$ cat src/design/phy_sideband_cfg.svh
// Register offsets, field positions and reset values for the sideband block
`ifndef PHY_SIDEBAND_CFG_SVH
`define PHY_SIDEBAND_CFG_SVH

`define SB_ADDR_W 4
// Register offsets (word index = byte address here)
`define SB_OFF_CTL0 4'h0
`define SB_OFF_CTL1 4'h4
`define SB_OFF_MODE0 4'h8
`define SB_OFF_MODE1 4'hC
`define SB_OFF_MACC 4'h1
`define SB_OFF_STAT 4'h2

// Port management control register fields
`define SB_CTL_LOOPBACK_CTL_BIT_BIT 0
`define SB_CTL_ENCDET_BIT 1
// Port mode register fields
`define SB_MODE_LOCK_ENABLE_BIT_BIT 0
`define SB_MODE_PCS_BIT 1
// Management access register fields
`define SB_MACC_CLK_OUT_BIT 0
`define SB_MACC_CLK_OE_BIT 1
`define SB_MACC_DAT_OUT_BIT 2
`define SB_MACC_DAT_OE_BIT 3
`define SB_MACC_CLK_IN_BIT 4
`define SB_MACC_DAT_IN_BIT 5
// Status register fields
`define SB_STAT_COMMA0_BIT 0
`define SB_STAT_COMMA1_BIT 1

// Reset values
`define SB_CTL_RST 2'h0
`define SB_MODE_RST 2'h2
`define SB_MACC_RST 4'h2

`endif

$ cat src/design/phy_sideband_pkg.sv
// Types shared by the sideband control block
`default_nettype none
package phy_sideband_pkg;
	// Per-port control bits as software sees them
	typedef struct packed {
		logic encdet;
		logic loopback_ctl_bit;
	} port_ctl_t;

	// Per-port mode bits
	typedef struct packed {
		logic pcs_mode;
		logic lock_en;
	} port_mode_t;

	// Sideband outputs of one port toward the PHY
	typedef struct packed {
		logic loopback;
		logic lock_ref_n;
		logic comma_en;
	} port_pins_t;

	// Two-signal view of a two-way pin: level and active-low enable
	typedef struct packed {
		logic out;
		logic oe_n;
	} pin_drive_t;
endpackage : phy_sideband_pkg
`default_nettype wire

$ cat src/design/phy_sideband.sv
// Per-port PHY sideband pins with a small register file and management pin control
//
// The implementer's own choices: the placing of the registers and strobed register access.
`include "phy_sideband_cfg.svh"
`default_nettype none
module phy_sideband #(
	parameter int PORTS = 2
) (
	input wire logic clock,
	input wire logic reset_n,
	input wire logic [`SB_ADDR_W-1:0] addr,
	input wire logic [31:0] wdata,
	input wire logic wr,
	input wire logic rd,
	output logic [31:0] rdata,
	output logic [PORTS-1:0] loopback,
	output logic [PORTS-1:0] lock_ref_n,
	output logic [PORTS-1:0] comma_en,
	input wire logic [PORTS-1:0] comma_det,
	input wire logic mgmt_clk_in,
	output logic mgmt_clk_out,
	output logic mgmt_clk_oe_n,
	input wire logic mgmt_dat_in,
	output logic mgmt_dat_out,
	output logic mgmt_dat_oe_n
);
	import phy_sideband_pkg::*;

	typedef enum logic [1:0] {
		RD_IDLE = 2'b01,
		RD_DATA = 2'b10
	} rd_state_t;

	port_ctl_t ctl_q [PORTS];
	port_mode_t mode_q [PORTS];
	logic [3:0] macc_q;
	logic [31:0] rdata_d;
	rd_state_t rd_state_q;
	logic [PORTS-1:0] comma_s;
	logic mgmt_clk_s;
	logic mgmt_dat_s;
	logic [PORTS-1:0] loopback_d;
	logic [PORTS-1:0] lock_ref_n_d;
	logic [PORTS-1:0] comma_en_d;

	// Shared-register selects, named once for the write path, the read mux and the checks
	wire macc_sel = (addr == `SB_OFF_MACC);
	wire stat_sel = (addr == `SB_OFF_STAT);
	wire macc_we = wr && macc_sel;

	// Address of a port's control or mode register
	// Only two ports decode; a larger PORTS would alias onto the second port's offsets
	function automatic logic [`SB_ADDR_W-1:0] ctl_off(input int p);
		ctl_off = (p == 0) ? `SB_OFF_CTL0 : `SB_OFF_CTL1;
	endfunction : ctl_off

	function automatic logic [`SB_ADDR_W-1:0] mode_off(input int p);
		mode_off = (p == 0) ? `SB_OFF_MODE0 : `SB_OFF_MODE1;
	endfunction : mode_off

	// Pins from outside pass two flops before use
	sync2 #(.W(PORTS + 2)) u_sync (
		.clock(clock),
		.reset_n(reset_n),
		.async_in({mgmt_dat_in, mgmt_clk_in, comma_det}),
		.sync_out({mgmt_dat_s, mgmt_clk_s, comma_s})
	);

	// Per-port register write decode
	for (genvar p = 0; p < PORTS; p++) begin : g_port
		wire ctl_we = wr && (addr == ctl_off(p));
		wire mode_we = wr && (addr == mode_off(p));

		always_ff @(posedge clock) begin
			if (!reset_n) begin
				ctl_q[p] <= `SB_CTL_RST;
				mode_q[p] <= `SB_MODE_RST;
			end else begin
				if (ctl_we) begin
					ctl_q[p] <= port_ctl_t'(wdata[1:0]);
				end
				if (mode_we) begin
					mode_q[p] <= port_mode_t'(wdata[1:0]);
				end
			end
		end

		// Next pin levels of this port as one word; held inactive outside ten-bit mode
		port_pins_t pins_d;
		assign pins_d = '{
			loopback: mode_q[p].pcs_mode & ctl_q[p].loopback_ctl_bit,
			lock_ref_n: ~(mode_q[p].pcs_mode & mode_q[p].lock_en),
			comma_en: mode_q[p].pcs_mode & ctl_q[p].encdet
		};
		assign loopback_d[p] = pins_d.loopback;
		assign lock_ref_n_d[p] = pins_d.lock_ref_n;
		assign comma_en_d[p] = pins_d.comma_en;
	end

	// Management access register steers both two-way pins
	always_ff @(posedge clock) begin
		if (!reset_n) begin
			macc_q <= `SB_MACC_RST;
		end else if (macc_we) begin
			macc_q <= wdata[3:0];
		end
	end

	// Outputs registered one stage after the control bits, so they move the edge after a write
	always_ff @(posedge clock) begin
		if (!reset_n) begin
			loopback <= '0;
			lock_ref_n <= '1;
			comma_en <= '0;
			mgmt_clk_out <= 1'b0;
			mgmt_clk_oe_n <= 1'b0;
			mgmt_dat_out <= 1'b0;
			mgmt_dat_oe_n <= 1'b1;
		end else begin
			loopback <= loopback_d;
			lock_ref_n <= lock_ref_n_d;
			comma_en <= comma_en_d;
			mgmt_clk_out <= macc_q[`SB_MACC_CLK_OUT_BIT];
			mgmt_clk_oe_n <= ~macc_q[`SB_MACC_CLK_OE_BIT];
			mgmt_dat_out <= macc_q[`SB_MACC_DAT_OUT_BIT];
			mgmt_dat_oe_n <= ~macc_q[`SB_MACC_DAT_OE_BIT];
		end
	end

	// Read mux; unmapped offsets answer zero
	always_comb begin
		rdata_d = 32'h0;
		for (int p = 0; p < PORTS; p++) begin
			if (addr == ctl_off(p)) begin
				rdata_d = {30'h0, ctl_q[p]};
			end
			if (addr == mode_off(p)) begin
				rdata_d = {30'h0, mode_q[p]};
			end
		end
		if (macc_sel) begin
			rdata_d = {26'h0, mgmt_dat_s, mgmt_clk_s, macc_q};
		end
		if (stat_sel) begin
			rdata_d = {{(32 - PORTS){1'b0}}, comma_s};
		end
	end

	// Read data stands for exactly the cycle after the strobe
	always_ff @(posedge clock) begin
		if (!reset_n) begin
			rd_state_q <= RD_IDLE;
			rdata <= 32'h0;
		end else begin
			case (rd_state_q)
				RD_IDLE, RD_DATA: begin
					rd_state_q <= rd ? RD_DATA : RD_IDLE;
					rdata <= rd ? rdata_d : 32'h0;
				end
				default: begin
					rd_state_q <= RD_IDLE;
					rdata <= 32'h0;
				end
			endcase
		end
	end

	// Checks: each per-port sideband pin against its next value one edge earlier,
	// which also catches a pin stuck at either level
	a_loop_follows: assert property (@(posedge clock) disable iff (!reset_n)
		1'b1
		|=> loopback == $past(loopback_d))
		else $error("loopback did not follow control");

	// Lock-to-reference pins track their decode the same way
	a_lock_follows: assert property (@(posedge clock) disable iff (!reset_n)
		1'b1
		|=> lock_ref_n == $past(lock_ref_n_d))
		else $error("lock_ref_n mismatch");

	// Comma-detect enables track their decode the same way
	a_comma_follows: assert property (@(posedge clock) disable iff (!reset_n)
		1'b1
		|=> comma_en == $past(comma_en_d))
		else $error("comma_en did not follow control");

	// Clock pin drives 0 straight out of reset
	a_clk_default: assert property (@(posedge clock)
		!reset_n
		|=> mgmt_clk_out == 1'b0 && mgmt_clk_oe_n == 1'b0)
		else $error("mgmt clock not driving 0 after reset");

	// Data pin released out of reset, so the board pull-up holds the line
	a_dat_default: assert property (@(posedge clock)
		!reset_n
		|=> mgmt_dat_oe_n == 1'b1 && mgmt_dat_out == 1'b0)
		else $error("mgmt data not released after reset");

	// Sideband pins sit at their inactive levels through reset
	a_reset_vals: assert property (@(posedge clock)
		!reset_n
		|=> loopback == '0 && lock_ref_n == '1 && comma_en == '0)
		else $error("sideband not at reset value");

	// Access register writes reach the pins two edges later: register, then pin flop.
	// Checked from wdata, not from the register, so a dead register is caught too
	a_clk_oe_bit: assert property (@(posedge clock) disable iff (!reset_n)
		macc_we
		|=> ##1 mgmt_clk_oe_n == !$past(wdata[`SB_MACC_CLK_OE_BIT], 2))
		else $error("mgmt clock enable not from register");

	// Clock pin level as a general purpose output
	a_clk_gp: assert property (@(posedge clock) disable iff (!reset_n)
		macc_we
		|=> ##1 mgmt_clk_out == $past(wdata[`SB_MACC_CLK_OUT_BIT], 2))
		else $error("mgmt clock level not from register");

	// Data pin enable as a general purpose pin
	a_dat_gp: assert property (@(posedge clock) disable iff (!reset_n)
		macc_we
		|=> ##1 mgmt_dat_oe_n == !$past(wdata[`SB_MACC_DAT_OE_BIT], 2))
		else $error("mgmt data enable not from register");

	// Data pin level as a general purpose pin
	a_dat_level: assert property (@(posedge clock) disable iff (!reset_n)
		macc_we
		|=> ##1 mgmt_dat_out == $past(wdata[`SB_MACC_DAT_OUT_BIT], 2))
		else $error("mgmt data level not from register");

	// No write for two edges, so no sideband pin may move
	a_out_stable: assert property (@(posedge clock) disable iff (!reset_n)
		!wr ##1 !wr
		|=> $stable(loopback) && $stable(lock_ref_n) && $stable(comma_en))
		else $error("sideband moved without a write");

	// Read data stands only in the cycle after a read strobe
	a_rd_one: assert property (@(posedge clock) disable iff (!reset_n)
		!rd
		|=> rdata == 32'h0)
		else $error("read data outside its cycle");

	// Unmapped offsets read as zero
	a_rd_unmapped: assert property (@(posedge clock) disable iff (!reset_n)
		rd && !(addr inside {`SB_OFF_CTL0, `SB_OFF_CTL1, `SB_OFF_MODE0, `SB_OFF_MODE1,
			`SB_OFF_MACC, `SB_OFF_STAT})
		|=> rdata == 32'h0)
		else $error("unmapped offset returned data");

	// Every register is narrow, so the upper read bits never carry anything
	a_rd_narrow: assert property (@(posedge clock) disable iff (!reset_n)
		rd
		|=> rdata[31:6] == 26'h0)
		else $error("upper read bits not zero");

	// Per-port checks, the first three taken from the write that sets the controlling bit
	for (genvar p = 0; p < PORTS; p++) begin : g_chk
		wire port_we = wr && (addr == ctl_off(p) || addr == mode_off(p));

		// Loopback takes the written bit two edges later while in ten-bit mode
		a_loop_write: assert property (@(posedge clock) disable iff (!reset_n)
			wr && addr == ctl_off(p) && mode_q[p].pcs_mode
			|=> ##1 loopback[p] == $past(wdata[`SB_CTL_LOOPBACK_CTL_BIT_BIT], 2))
			else $error("loopback did not take the written bit");

		// Lock-to-reference goes low only with both mode bits written high
		a_lock_write: assert property (@(posedge clock) disable iff (!reset_n)
			wr && addr == mode_off(p)
			|=> ##1 lock_ref_n[p] == !($past(wdata[`SB_MODE_LOCK_ENABLE_BIT_BIT], 2)
				&& $past(wdata[`SB_MODE_PCS_BIT], 2)))
			else $error("lock_ref_n did not take the written bits");

		// Comma-detect enable takes the written bit while in ten-bit mode
		a_comma_write: assert property (@(posedge clock) disable iff (!reset_n)
			wr && addr == ctl_off(p) && mode_q[p].pcs_mode
			|=> ##1 comma_en[p] == $past(wdata[`SB_CTL_ENCDET_BIT], 2))
			else $error("comma_en did not take the written bit");

		// Outside ten-bit mode every sideband pin of the port stays inactive
		a_pcs_gate: assert property (@(posedge clock) disable iff (!reset_n)
			!mode_q[p].pcs_mode
			|=> !loopback[p] && lock_ref_n[p] && !comma_en[p])
			else $error("sideband active outside ten-bit mode");

		// Without a write to this port for two edges its pins hold
		a_port_hold: assert property (@(posedge clock) disable iff (!reset_n)
			!port_we ##1 !port_we
			|=> $stable(loopback[p]) && $stable(lock_ref_n[p]) && $stable(comma_en[p]))
			else $error("port sideband moved without a write");
	end

	// Main scenarios worth seeing at least once
	c_loop_on: cover property (@(posedge clock) disable iff (!reset_n)
		$rose(loopback[0]));
	c_lock_on: cover property (@(posedge clock) disable iff (!reset_n)
		$fell(lock_ref_n[1]));
	c_gp_out: cover property (@(posedge clock) disable iff (!reset_n)
		$fell(mgmt_dat_oe_n));
	c_comma_on: cover property (@(posedge clock) disable iff (!reset_n)
		$rose(comma_en[1]));
	c_clk_free: cover property (@(posedge clock) disable iff (!reset_n)
		$rose(mgmt_clk_oe_n));
endmodule : phy_sideband
`default_nettype wire

$ cat src/design/sync2.sv
// Two-flop synchroniser for pin inputs
`default_nettype none
module sync2 #(
	parameter int W = 1
) (
	input wire logic clock,
	input wire logic reset_n,
	input wire logic [W-1:0] async_in,
	output logic [W-1:0] sync_out
);
	logic [W-1:0] meta_q;

	// First stage feeds only the second stage
	always_ff @(posedge clock) begin
		if (!reset_n) begin
			meta_q <= '0;
			sync_out <= '0;
		end else begin
			meta_q <= async_in;
			sync_out <= meta_q;
		end
	end
endmodule : sync2
`default_nettype wire

$ cat config.mk
export PLATFORM = sky130hd
export DESIGN_NAME = phy_sideband
export DESIGN_NICKNAME = d
export VERILOG_FILES = /design/src/design/phy_sideband_pkg.sv /design/src/design/phy_sideband.sv /design/src/design/sync2.sv
export VERILOG_INCLUDE_DIRS = /design/src /design/src/design
export SDC_FILE = /design/constraint.sdc
export NUM_CORES = 1
export LEC_CHECK = 0
export BUFFER_PORTS_ARGS = -buffer_cell sky130_fd_sc_hd__buf_2
export CAP_MARGIN = 0
export CORE_ASPECT_RATIO = 1.1
export CORE_MARGIN = 2
export CORE_UTILIZATION = 47
export CTS_CLUSTER_DIAMETER = 50
export DETAILED_ROUTE_END_ITERATION = 8
export GPL_TIMING_DRIVEN = 0
export HOLD_SLACK_MARGIN = 0.05
export PLACE_DENSITY = 0.84
export SYNTH_ARGS = -nofsm -noshare
export SYNTH_HDL_FRONTEND = slang
export SYNTH_SLANG_ARGS = --single-unit
$ cat constraint.sdc
create_clock -name clock -period 2.2 [get_ports clock]
set_input_delay 0.22 -clock clock [delete_from_list [all_inputs] [get_ports clock]]
set_output_delay 0.22 -clock clock [all_outputs]
set_load 0.005 [all_outputs]
=== After elaboration in Yosys (flattened, before gate mapping) ===
Memory sizes are Yosys's and may differ from the RTL's.
Index checks and enable logic that the tools add are counted.

* Register bits: 56
* RAM bits: 8
* Input port bits: 44
* Output and inout bits: 42
* Memories: 2

{| class="wikitable"
|+ Memories
! name !! words !! bits a word !! read ports !! clocked after Yosys merged registers in !! write ports !! RTL line !! source
|-
| ctl_q || 2 || 2 || 2 || 0 || 2 || phy_sideband.sv:34 || <nowiki>port_ctl_t ctl_q [PORTS];</nowiki>
|-
| mode_q || 2 || 2 || 2 || 0 || 2 || phy_sideband.sv:35 || <nowiki>port_mode_t mode_q [PORTS];</nowiki>
|}

* Equal/unequal tests: 7
* Muxes and demuxes: 24
* Bitwise gates (word level): 17
* Reductions and logical operators: 11

{| class="wikitable"
|+ Operators with widths
! kind !! count
|-
| $mux 6 || 4
|-
| $mux 2 || 7
|-
| $mux 1 || 13
|-
| $eq 4x4->1 const B || 2
|-
| $reduce_or 8->1 || 1
|-
| $not 1->1 || 7
|-
| $and 1x1->1 || 6
|-
| $logic_and 1x1->1 || 5
|-
| $eq 4x1->1 const B || 1
|-
| $eq 4x2->1 const B || 1
|-
| $eq 4x3->1 const B || 1
|-
| $logic_not 4->1 || 1
|-
| $or 1x1->1 || 4
|-
| $reduce_or 4->1 || 1
|-
| $reduce_and 3->1 || 1
|-
| $eq 2x1->1 const B || 1
|-
| $eq 2x2->1 const B || 1
|-
| $reduce_and 2->1 || 1
|-
| $reduce_or 2->1 || 1
|}

=== Logic depth before layout (Yosys ltp) ===
Gate-level depths: netlist (run 1).

* Depth in word-level cells: 7
* Gate-level depth with buffers: 5
* Mapped depth without buffers: 5

=== By module ===
Synthesis (run 1) repeated with hierarchy kept, for this count alone.

* Cells, all modules: 147
* Area, all modules: 1549.0 um^2

{| class="wikitable"
|+ By module, submodules not included
! module !! times used !! cells an instance !! area each (um^2) !! seq. area each (um^2)
|-
| phy_sideband || 1 || 131 || 1338.8 || 680.7
|-
| sync2 || 1 || 16 || 210.2 || 160.2
|}

=== Worst setup path after synthesis (run 1) ===
Ideal clock, no wire load.

* Kind: reg-to-reg
* From: memory mode_q[0][1] (netlist name)
* To: register rdata[1]
* Arrival time: 1.024 ns
* Required time: 2.075 ns
* Setup slack: 1.051 ns
* Stages on the path, launching flop included: 4
* Path buffers: 0
* Period minus slack after synthesis: 1.149 ns
* Path through: edfxtp_1 mux2_2 a222oi_1 nor2_1

{| class="wikitable"
|+ RTL lines
! what !! RTL line !! source
|-
| from (decl) || phy_sideband.sv:35 ||
|-
| to (signal assigned) || phy_sideband.sv:158 || <nowiki>rdata <= rd ? rdata_d : 32'h0;</nowiki>
|-
| to (decl) || phy_sideband.sv:15 || <nowiki>output logic [31:0] rdata,</nowiki>
|}

==> impl_metrics.tcl, run 1 <==
set metrics [dict create \
    cp.buffers_inverters 0 \
    io_buffer_count 31 \
    synth.top_cell.area_share_pct 38.96 \
    fmax_mhz 782.4 \
    overflow 0 \
    setup_viol 0 \
    synthTopCellsByArea "sky130_fd_sc_hd__dfxtp_1 39%, sky130_fd_sc_hd__edfxtp_1 16%, sky130_fd_sc_hd__buf_4 13%, sky130_fd_sc_hd__and2_1 6.1%, sky130_fd_sc_hd__mux2i_1 2.6%" \
    rsz0062_at_grt "false" \
    avgRoutedWirePerCell_um 10.50 \
    worst_skew_pair.late_latency_ps 330 \
    worst_hold_path_type "primary input to flip-flop" \
    antenna-diode-count 0 \
    status "finished with violations" \
    fp.dieArea_um2 3755 \
    post_synth_instance_area_um2 1541 \
    slowest_stage_cell_on_the_critical_path "sky130_fd_sc_hd__edfxtp_1" \
    floorplan.die.width_um 58.61 \
    layout_min_cycle_time_ps 1278 \
    cts.hold.buffers_added 0 \
    post_synth_inst_count 149 \
    postSynth.topFlopCell "sky130_fd_sc_hd__dfxtp_1" \
    gp_congestion 0.7320 \
    worstPathRequired_ps 2420 \
    crit_path_end_kind "flip-flop" \
    grt_antenna_before_repair 0 \
    syn2layout_area_growth_pct 24.19 \
    postCtsSetupBuffers 0 \
    cts_root_buffer "sky130_fd_sc_hd__clkbuf_4" \
    postRouteAntennaNets 0 \
    fin_nets 256 \
    number_of_top_level_design_ports 86 \
    register_area_um2 840.8 \
    post_cts_resize_count 0 \
    worst-path-max-fanout 4 \
    netlist.top_cell.by_area "sky130_fd_sc_hd__dfxtp_1" \
    syn_avg_cell_area_um2 10.35 \
    worstSetupPathType "flip-flop to flip-flop" \
    layout.filler_cells 273 \
    ys.warnings.count 0 \
    vdd_drop_max_v 0.0002507 \
    clock_sink_count 38 \
    power.density_nw_per_um2 707.6 \
    ys_types 31 \
    drt_iter0_markers 26 \
    worst_setup_hold_path_clk_slew_ps 100 \
    cts_made_buffers 5 \
    fin_crit_sh_pct 58.10 \
    effective_utilization_at_floorplan_pct 49.72 \
    worstSetupStartpointType "flip-flop" \
    first_global_vias 979 \
    fin_skew_ps 7.088 \
    rows 21 \
    dp_hpwl_um 1982 \
    violations "design-rule violations" \
    sequential_fraction_of_the_synthesis_area_pct 54.55 \
    cts_htree_levels 2 \
    core_footprint_um2 3100 \
    async_reset_ff_share_pct 0 \
    cpLargestDelayFamily "flip-flops" \
    detail_route.vias_per_cell 4.459 \
    final.hold.worst_slack_ps 80.12 \
    synth-edff-count 8 \
    finalWirelength_um 2583 \
    global_route_wire_length_before_repair_um 4146 \
    drt_first_pass_iters 6 \
    synth-seq-cells 38 \
    drcViolationCount 4 \
    post_synth_most_frequent_cells "30 x sky130_fd_sc_hd__dfxtp_1, 26 x sky130_fd_sc_hd__buf_4, 15 x sky130_fd_sc_hd__and2_1" \
    cpPeakStageDelay_ps 440 \
    grt_use_total_pct 15.15 \
    multi_input_gate_area_in_the_final_layout_um2 569.3 \
    power_leakage_nw 0.9454 \
    grt_max_degree 12 \
    timing.final.max_slew_violations 0 \
    num_vias 1097 \
    cts_tree "yes" \
    cp_cell_sequence "mux2_2, a222oi_1, nor2_1" \
    maxcap_violations 0 \
    worst-endpoint-arrival_ps 1500 \
    timing.final.hold_violations 0 \
    dieHeight_um 64.07 \
    yosysMostFrequentCell "sky130_fd_sc_hd__dfxtp_1" \
    clockBufferDepth 2 \
    fraction_of_layout_cells_with_a_size_suffix_above_1_pct 33.96 \
    tns_ps 0 \
]
-- layer usage --
metal / GRT usage [%] / up-vias / share of wire (%)
met1: 16.52 / 478 / 41
li1: - / 568 / -
met3: 5.870 / 7 / 8.0
met2: 24.30 / 44 / 48
met4: 9.375 / 0 / 2.8
met5: 0 / - / 0
-- logic make-up after synthesis --
kind of cell	after synthesis	synth area share [%]
muxes	7	5.032
buffers and inverters	32	14.61
DFF	38	54.55
AOI/OAI and AO/OA	11	4.465
other	1	0.2433
and+or+nand+nor	59	20.54
xor gates and xnor gates	1	0.5683
-- through the flow --
stage / utilization (%) / area [um2] / worst slack (ps) / power (mW) / std cells
final: 61.74 / 1914 / 921.8 / 1.355 / 246
after global placement: 59.12 / 1833 / 846.9 / 0.8932 / 239
after floorplan: - / 1635 / 1051 / 0.8565 / 174
after detailed placement: 59.12 / 1833 / 816.5 / 0.8970 / 239
after CTS: 61.74 / 1914 / 925.5 / 1.358 / 246
after global routing: 61.74 / 1914 / 898.4 / 1.409 / 246
-- final cells by class --
type,count,area share (%)
buffer,30,11.37
clock buffer,6,2.680
clock inverter,1,1.569
inverter,2,0.3922
multi-input combinational,104,29.74
sequential,38,43.92
tap,34,2.222
timing repair buffer,31,8.105
-- registers in the layout, indices dropped and copies added, names as in the netlist, 4 cells and up --
| name | flops |
|---|---|
| mode_q | 4 |
| rdata | 6 |
| macc_q | 4 |
| u_sync.meta_q | 4 |
| ctl_q | 4 |
| u_sync.sync_out | 4 |
-- layout by cell type (no fill, tap or decap), types with 2 or more instances in the layout --
cell type | netlist | final
sky130_fd_sc_hd__o21ai_0 | 2 | 2
sky130_fd_sc_hd__nand3_1 | 7 | 7
sky130_fd_sc_hd__clkbuf_4 | 0 | 5
sky130_fd_sc_hd__and3_1 | 5 | 5
sky130_fd_sc_hd__and2_1 | 15 | 15
sky130_fd_sc_hd__dfxtp_1 | 30 | 30
sky130_fd_sc_hd__edfxtp_1 | 8 | 8
sky130_fd_sc_hd__mux2i_1 | 4 | 4
sky130_fd_sc_hd__buf_2 | 0 | 31
sky130_fd_sc_hd__clkbuf_1 | 3 | 3
sky130_fd_sc_hd__buf_4 | 26 | 26
sky130_fd_sc_hd__o21ai_1 | 4 | 4
sky130_fd_sc_hd__nor3_1 | 3 | 3
sky130_fd_sc_hd__conb_1 | 1 | 26
sky130_fd_sc_hd__mux2_2 | 2 | 2
sky130_fd_sc_hd__nor2_1 | 9 | 9
sky130_fd_sc_hd__nor2b_1 | 5 | 5
sky130_fd_sc_hd__nand2_1 | 10 | 10
-- worst paths after layout --
kind                              start                           to  slack [ps]  cells past startpoint
max          mode_q[0][1]$_SDFFCE_PN1P_          rdata[1]$_SDFF_PN0_         920                      3
min                         mgmt_dat_in  u_sync.meta_q[3]$_SDFF_PN0_          80                      2
max reg2reg  mode_q[0][1]$_SDFFCE_PN1P_          rdata[1]$_SDFF_PN0_         920                      3
min reg2reg      macc_q[3]$_SDFFE_PN0P_     mgmt_dat_oe_n$_SDFF_PN1_         410                      1
-- worst register-to-register path, cell delays in order, from the launching register on --
cell and delay (ps):
sky130_fd_sc_hd__edfxtp_1 440, sky130_fd_sc_hd__mux2_2 280, sky130_fd_sc_hd__a222oi_1 350, sky130_fd_sc_hd__nor2_1 90
-- power breakdown --
part	total (mW)	switching, mW	internal, mW
Combinational	0.137	0.0658	0.0710
Sequential	0.746	0.00969	0.736
Clock	0.472	0.207	0.265
(Power assumes the default switching activity.)
==> inputs of run 2 (changes only) <==
--- a/config.mk
+++ b/config.mk
@@ -10,12 +10,12 @@
 export CAP_MARGIN = 0
 export CORE_ASPECT_RATIO = 1.1
 export CORE_MARGIN = 2
-export CORE_UTILIZATION = 47
+export CORE_UTILIZATION = 39
 export CTS_CLUSTER_DIAMETER = 50
 export DETAILED_ROUTE_END_ITERATION = 8
 export GPL_TIMING_DRIVEN = 0
 export HOLD_SLACK_MARGIN = 0.05
-export PLACE_DENSITY = 0.84
+export PLACE_DENSITY = 0.75
 export SYNTH_ARGS = -nofsm -noshare
 export SYNTH_HDL_FRONTEND = slang
 export SYNTH_SLANG_ARGS = --single-unit
==> constraint.sdc (replaced) <==
create_clock -name clock -period 1.15 [get_ports clock]
set_input_delay 0.115 -clock clock [delete_from_list [all_inputs] [get_ports clock]]
set_output_delay 0.115 -clock clock [all_outputs]
set_load 0.005 [all_outputs]
==> run 2 against run 1 <==
Effect of this change: the flow finishes with violations (negative setup slack); sequential share of layout area fell by 2.3 points; via count rose by 4.2%; die area rose by 19%; global-route usage fell by 1.7 points; register-to-register slack got worse by 950 ps; fmax rose by 8.1%; flip-flop and latch count did not move; design area rose by 5.4%; count of clock-buffer cells in the layout did not move; largest cell class unchanged; largest power group unchanged.
==> impl_metrics.tcl, run 2 (same netlist as run 1, synthesis figures left out) <==
set metrics [dict create \
    postRouteAntennaNets 0 \
    io_buffer_count 31 \
    post_layout_nonfiller_instances 270 \
    worstSetupStartpoint "mode_q[0][1]$_SDFFCE_PN1P_" \
    design_power_total_mw 2.648 \
    cpPeakStageDelay_ps 390 \
    final.hold.worst_slack_ps 80.94 \
    share_comb_of_total_power_pct 10.8 \
    overflow 0 \
    worstPathRequired_ps 1320 \
    first_global_vias 1076 \
    drt_iter0_markers 56 \
    final_critical_path_setup_slack_ps -32.86 \
    worst-path-max-fanout 2 \
    tns_ps -32.86 \
    critical_path.reg2reg.endpoint "rdata[1]$_SDFF_PN0_" \
    effective_utilization_at_floorplan_pct 41.52 \
    gp_congestion 0.7748 \
    floorplan.die.width_um 63.95 \
    reg_to_reg_slack_setup_ps -30 \
    endpoint "rdata[1]$_SDFF_PN0_" \
    power_leakage_nw 0.9770 \
    fin_skew_ps 5.704 \
    worst-endpoint-arrival_ps 1350 \
    final_common_cell "sky130_fd_sc_hd__buf_2" \
    regMostFlops "rdata" \
    layout_min_cycle_time_ps 1183 \
    seq_power_share_pct 53.8 \
    rsz0062_at_grt "true" \
    number_of_placed_instances_taps_included 255 \
    dp_hpwl_um 1946 \
    timing.final.max_slew_violations 0 \
    rows 23 \
    p_int_mw 2.043 \
    number_of_top_level_design_ports 86 \
    fin_nets 263 \
    detail_route.vias_per_cell 4.233 \
    power.density_nw_per_um2 1312 \
    worst_skew_pair.late_latency_ps 290 \
    grt_use_total_pct 13.40 \
    violations "negative setup slack" \
    fraction_of_layout_cells_with_a_size_suffix_above_1_pct 34.55 \
    layout.filler_cells 332 \
    maxcap_violations 0 \
    pwr-share-clk_pct 35.4 \
    slowest_stage_cell_on_the_critical_path "sky130_fd_sc_hd__edfxtp_1" \
    multi_input_gate_area_in_the_final_layout_um2 574.3 \
    fin_crit_sh_pct 102.9 \
    fp.dieArea_um2 4472 \
    cp_cell_sequence "mux2_2, a222oi_1, nor2_1" \
    worst_hold_path_type "primary input to flip-flop" \
    dieHeight_um 69.94 \
    register_area_um2 840.8 \
    post-place-ws_ps -102.2 \
    switching_portion_of_total_power_pct 22.85 \
    avgRoutedWirePerCell_um 10.04 \
    syn2layout_area_growth_pct 30.93 \
    cts_root_buffer "sky130_fd_sc_hd__clkbuf_8" \
    number_of_flip_flops_under_the_largest_register_name 6 \
    finalWirelength_um 2710 \
    worstSetupPathType "flip-flop to flip-flop" \
    grt_antenna_before_repair 0 \
    num_vias 1143 \
    clock_sink_count 38 \
    crit_path_end_kind "flip-flop" \
    status "finished with violations" \
    grt_max_degree 13 \
    antenna-diode-count 0 \
    global_route_wire_length_before_repair_um 4471 \
    vdd_drop_max_v 0.0004422 \
    fmax_mhz 845.4 \
    core_footprint_um2 3712 \
    drcViolationCount 0 \
    timing.final.hold_violations 0 \
    drt_first_pass_iters 7 \
    cts_made_buffers 5 \
    worst_setup_hold_path_clk_slew_ps 70 \
    net-switching-power_mw 0.6052 \
    setup_viol 1 \
    cts_tree "yes" \
    commonest_cells_after_routing_fill_and_taps_aside "31 x sky130_fd_sc_hd__buf_2, 30 x sky130_fd_sc_hd__dfxtp_1, 28 x sky130_fd_sc_hd__buf_4" \
    worstSetupStartpointType "flip-flop" \
    cts_htree_levels 2 \
    r2r_cells 3 \
    worstReg2RegStart "mode_q[0][1]$_SDFFCE_PN1P_" \
    clockBufferDepth 2 \
]
-- run 2: metrics by stage --
step,utilization [%],instance area (um2)
floorplan,-,1635
global placement,49.92,1853
detailed placement,49.92,1853
CTS,54.03,2006
global route,54.36,2018
finish,54.36,2018
-- run 2: cell type report --
type                            count  share of cell area, %
Buffer                             30                  10.79
Clock buffer                        6                  4.092
Clock inverter                      2                 0.6200
Inverter                            2                 0.3720
Multi-Input combinational cell    104                  28.46
Sequential cell                    38                  41.66
Tap cell                           50                  3.100
Timing Repair Buffer               38                  10.91
-- run 2: per-layer routing --
layer	track usage [%]	vias up	wire, um
met5	0	-	0
met3	5.314	8	294
met4	9.903	0	102
li1	-	580	-
met1	13.63	498	1059
met2	21.88	57	1253
-- run 2: how the worst min path moves through the flow --
stage           startpoint  slack [ps]                     endpoint  cells after the start
2_1_floorplan           rd         230     rd_state_q[0]$_SDFF_PN1_                      1
3_3_place_gp   mgmt_dat_in         320  u_sync.meta_q[3]$_SDFF_PN0_                      2
3_5_place_dp   mgmt_dat_in         330  u_sync.meta_q[3]$_SDFF_PN0_                      2
4_1_cts           wdata[3]          70       macc_q[3]$_SDFFE_PN0P_                      3
5_1_grt            reset_n          90     rd_state_q[0]$_SDFF_PN1_                      2
6_report          wdata[3]          80       macc_q[3]$_SDFFE_PN0P_                      3
-- run 2: what timing repair did --
action / CTS / global route
gates resized for setup: 0 / 1
endpoints found under the setup margin: 1 / 5
pin swaps: 2 / 0
buffers inserted: 1 / 1
endpoints found under the hold margin: 5 / 0
hold buffers: 5 / 0
-- run 2: power groups by stage --
stage / clock network (mW) / registers, mW / logic [mW]
detailed placement: 0 / 1.46 / 0.258
CTS: 0.949 / 1.43 / 0.276
global route: 1.01 / 1.43 / 0.318
finish: 0.937 / 1.43 / 0.285
global placement: 0 / 1.46 / 0.255
floorplan: 0 / 1.45 / 0.184
-- run 2: worst max-delay path: cells and delay by family (launching register included) --
| kind | cells | cell delay [ps] |
|---|---|---|
| mux | 1 | 270 |
| compound gates | 1 | 330 |
| simple gates | 1 | 70 |
| flops | 1 | 390 |
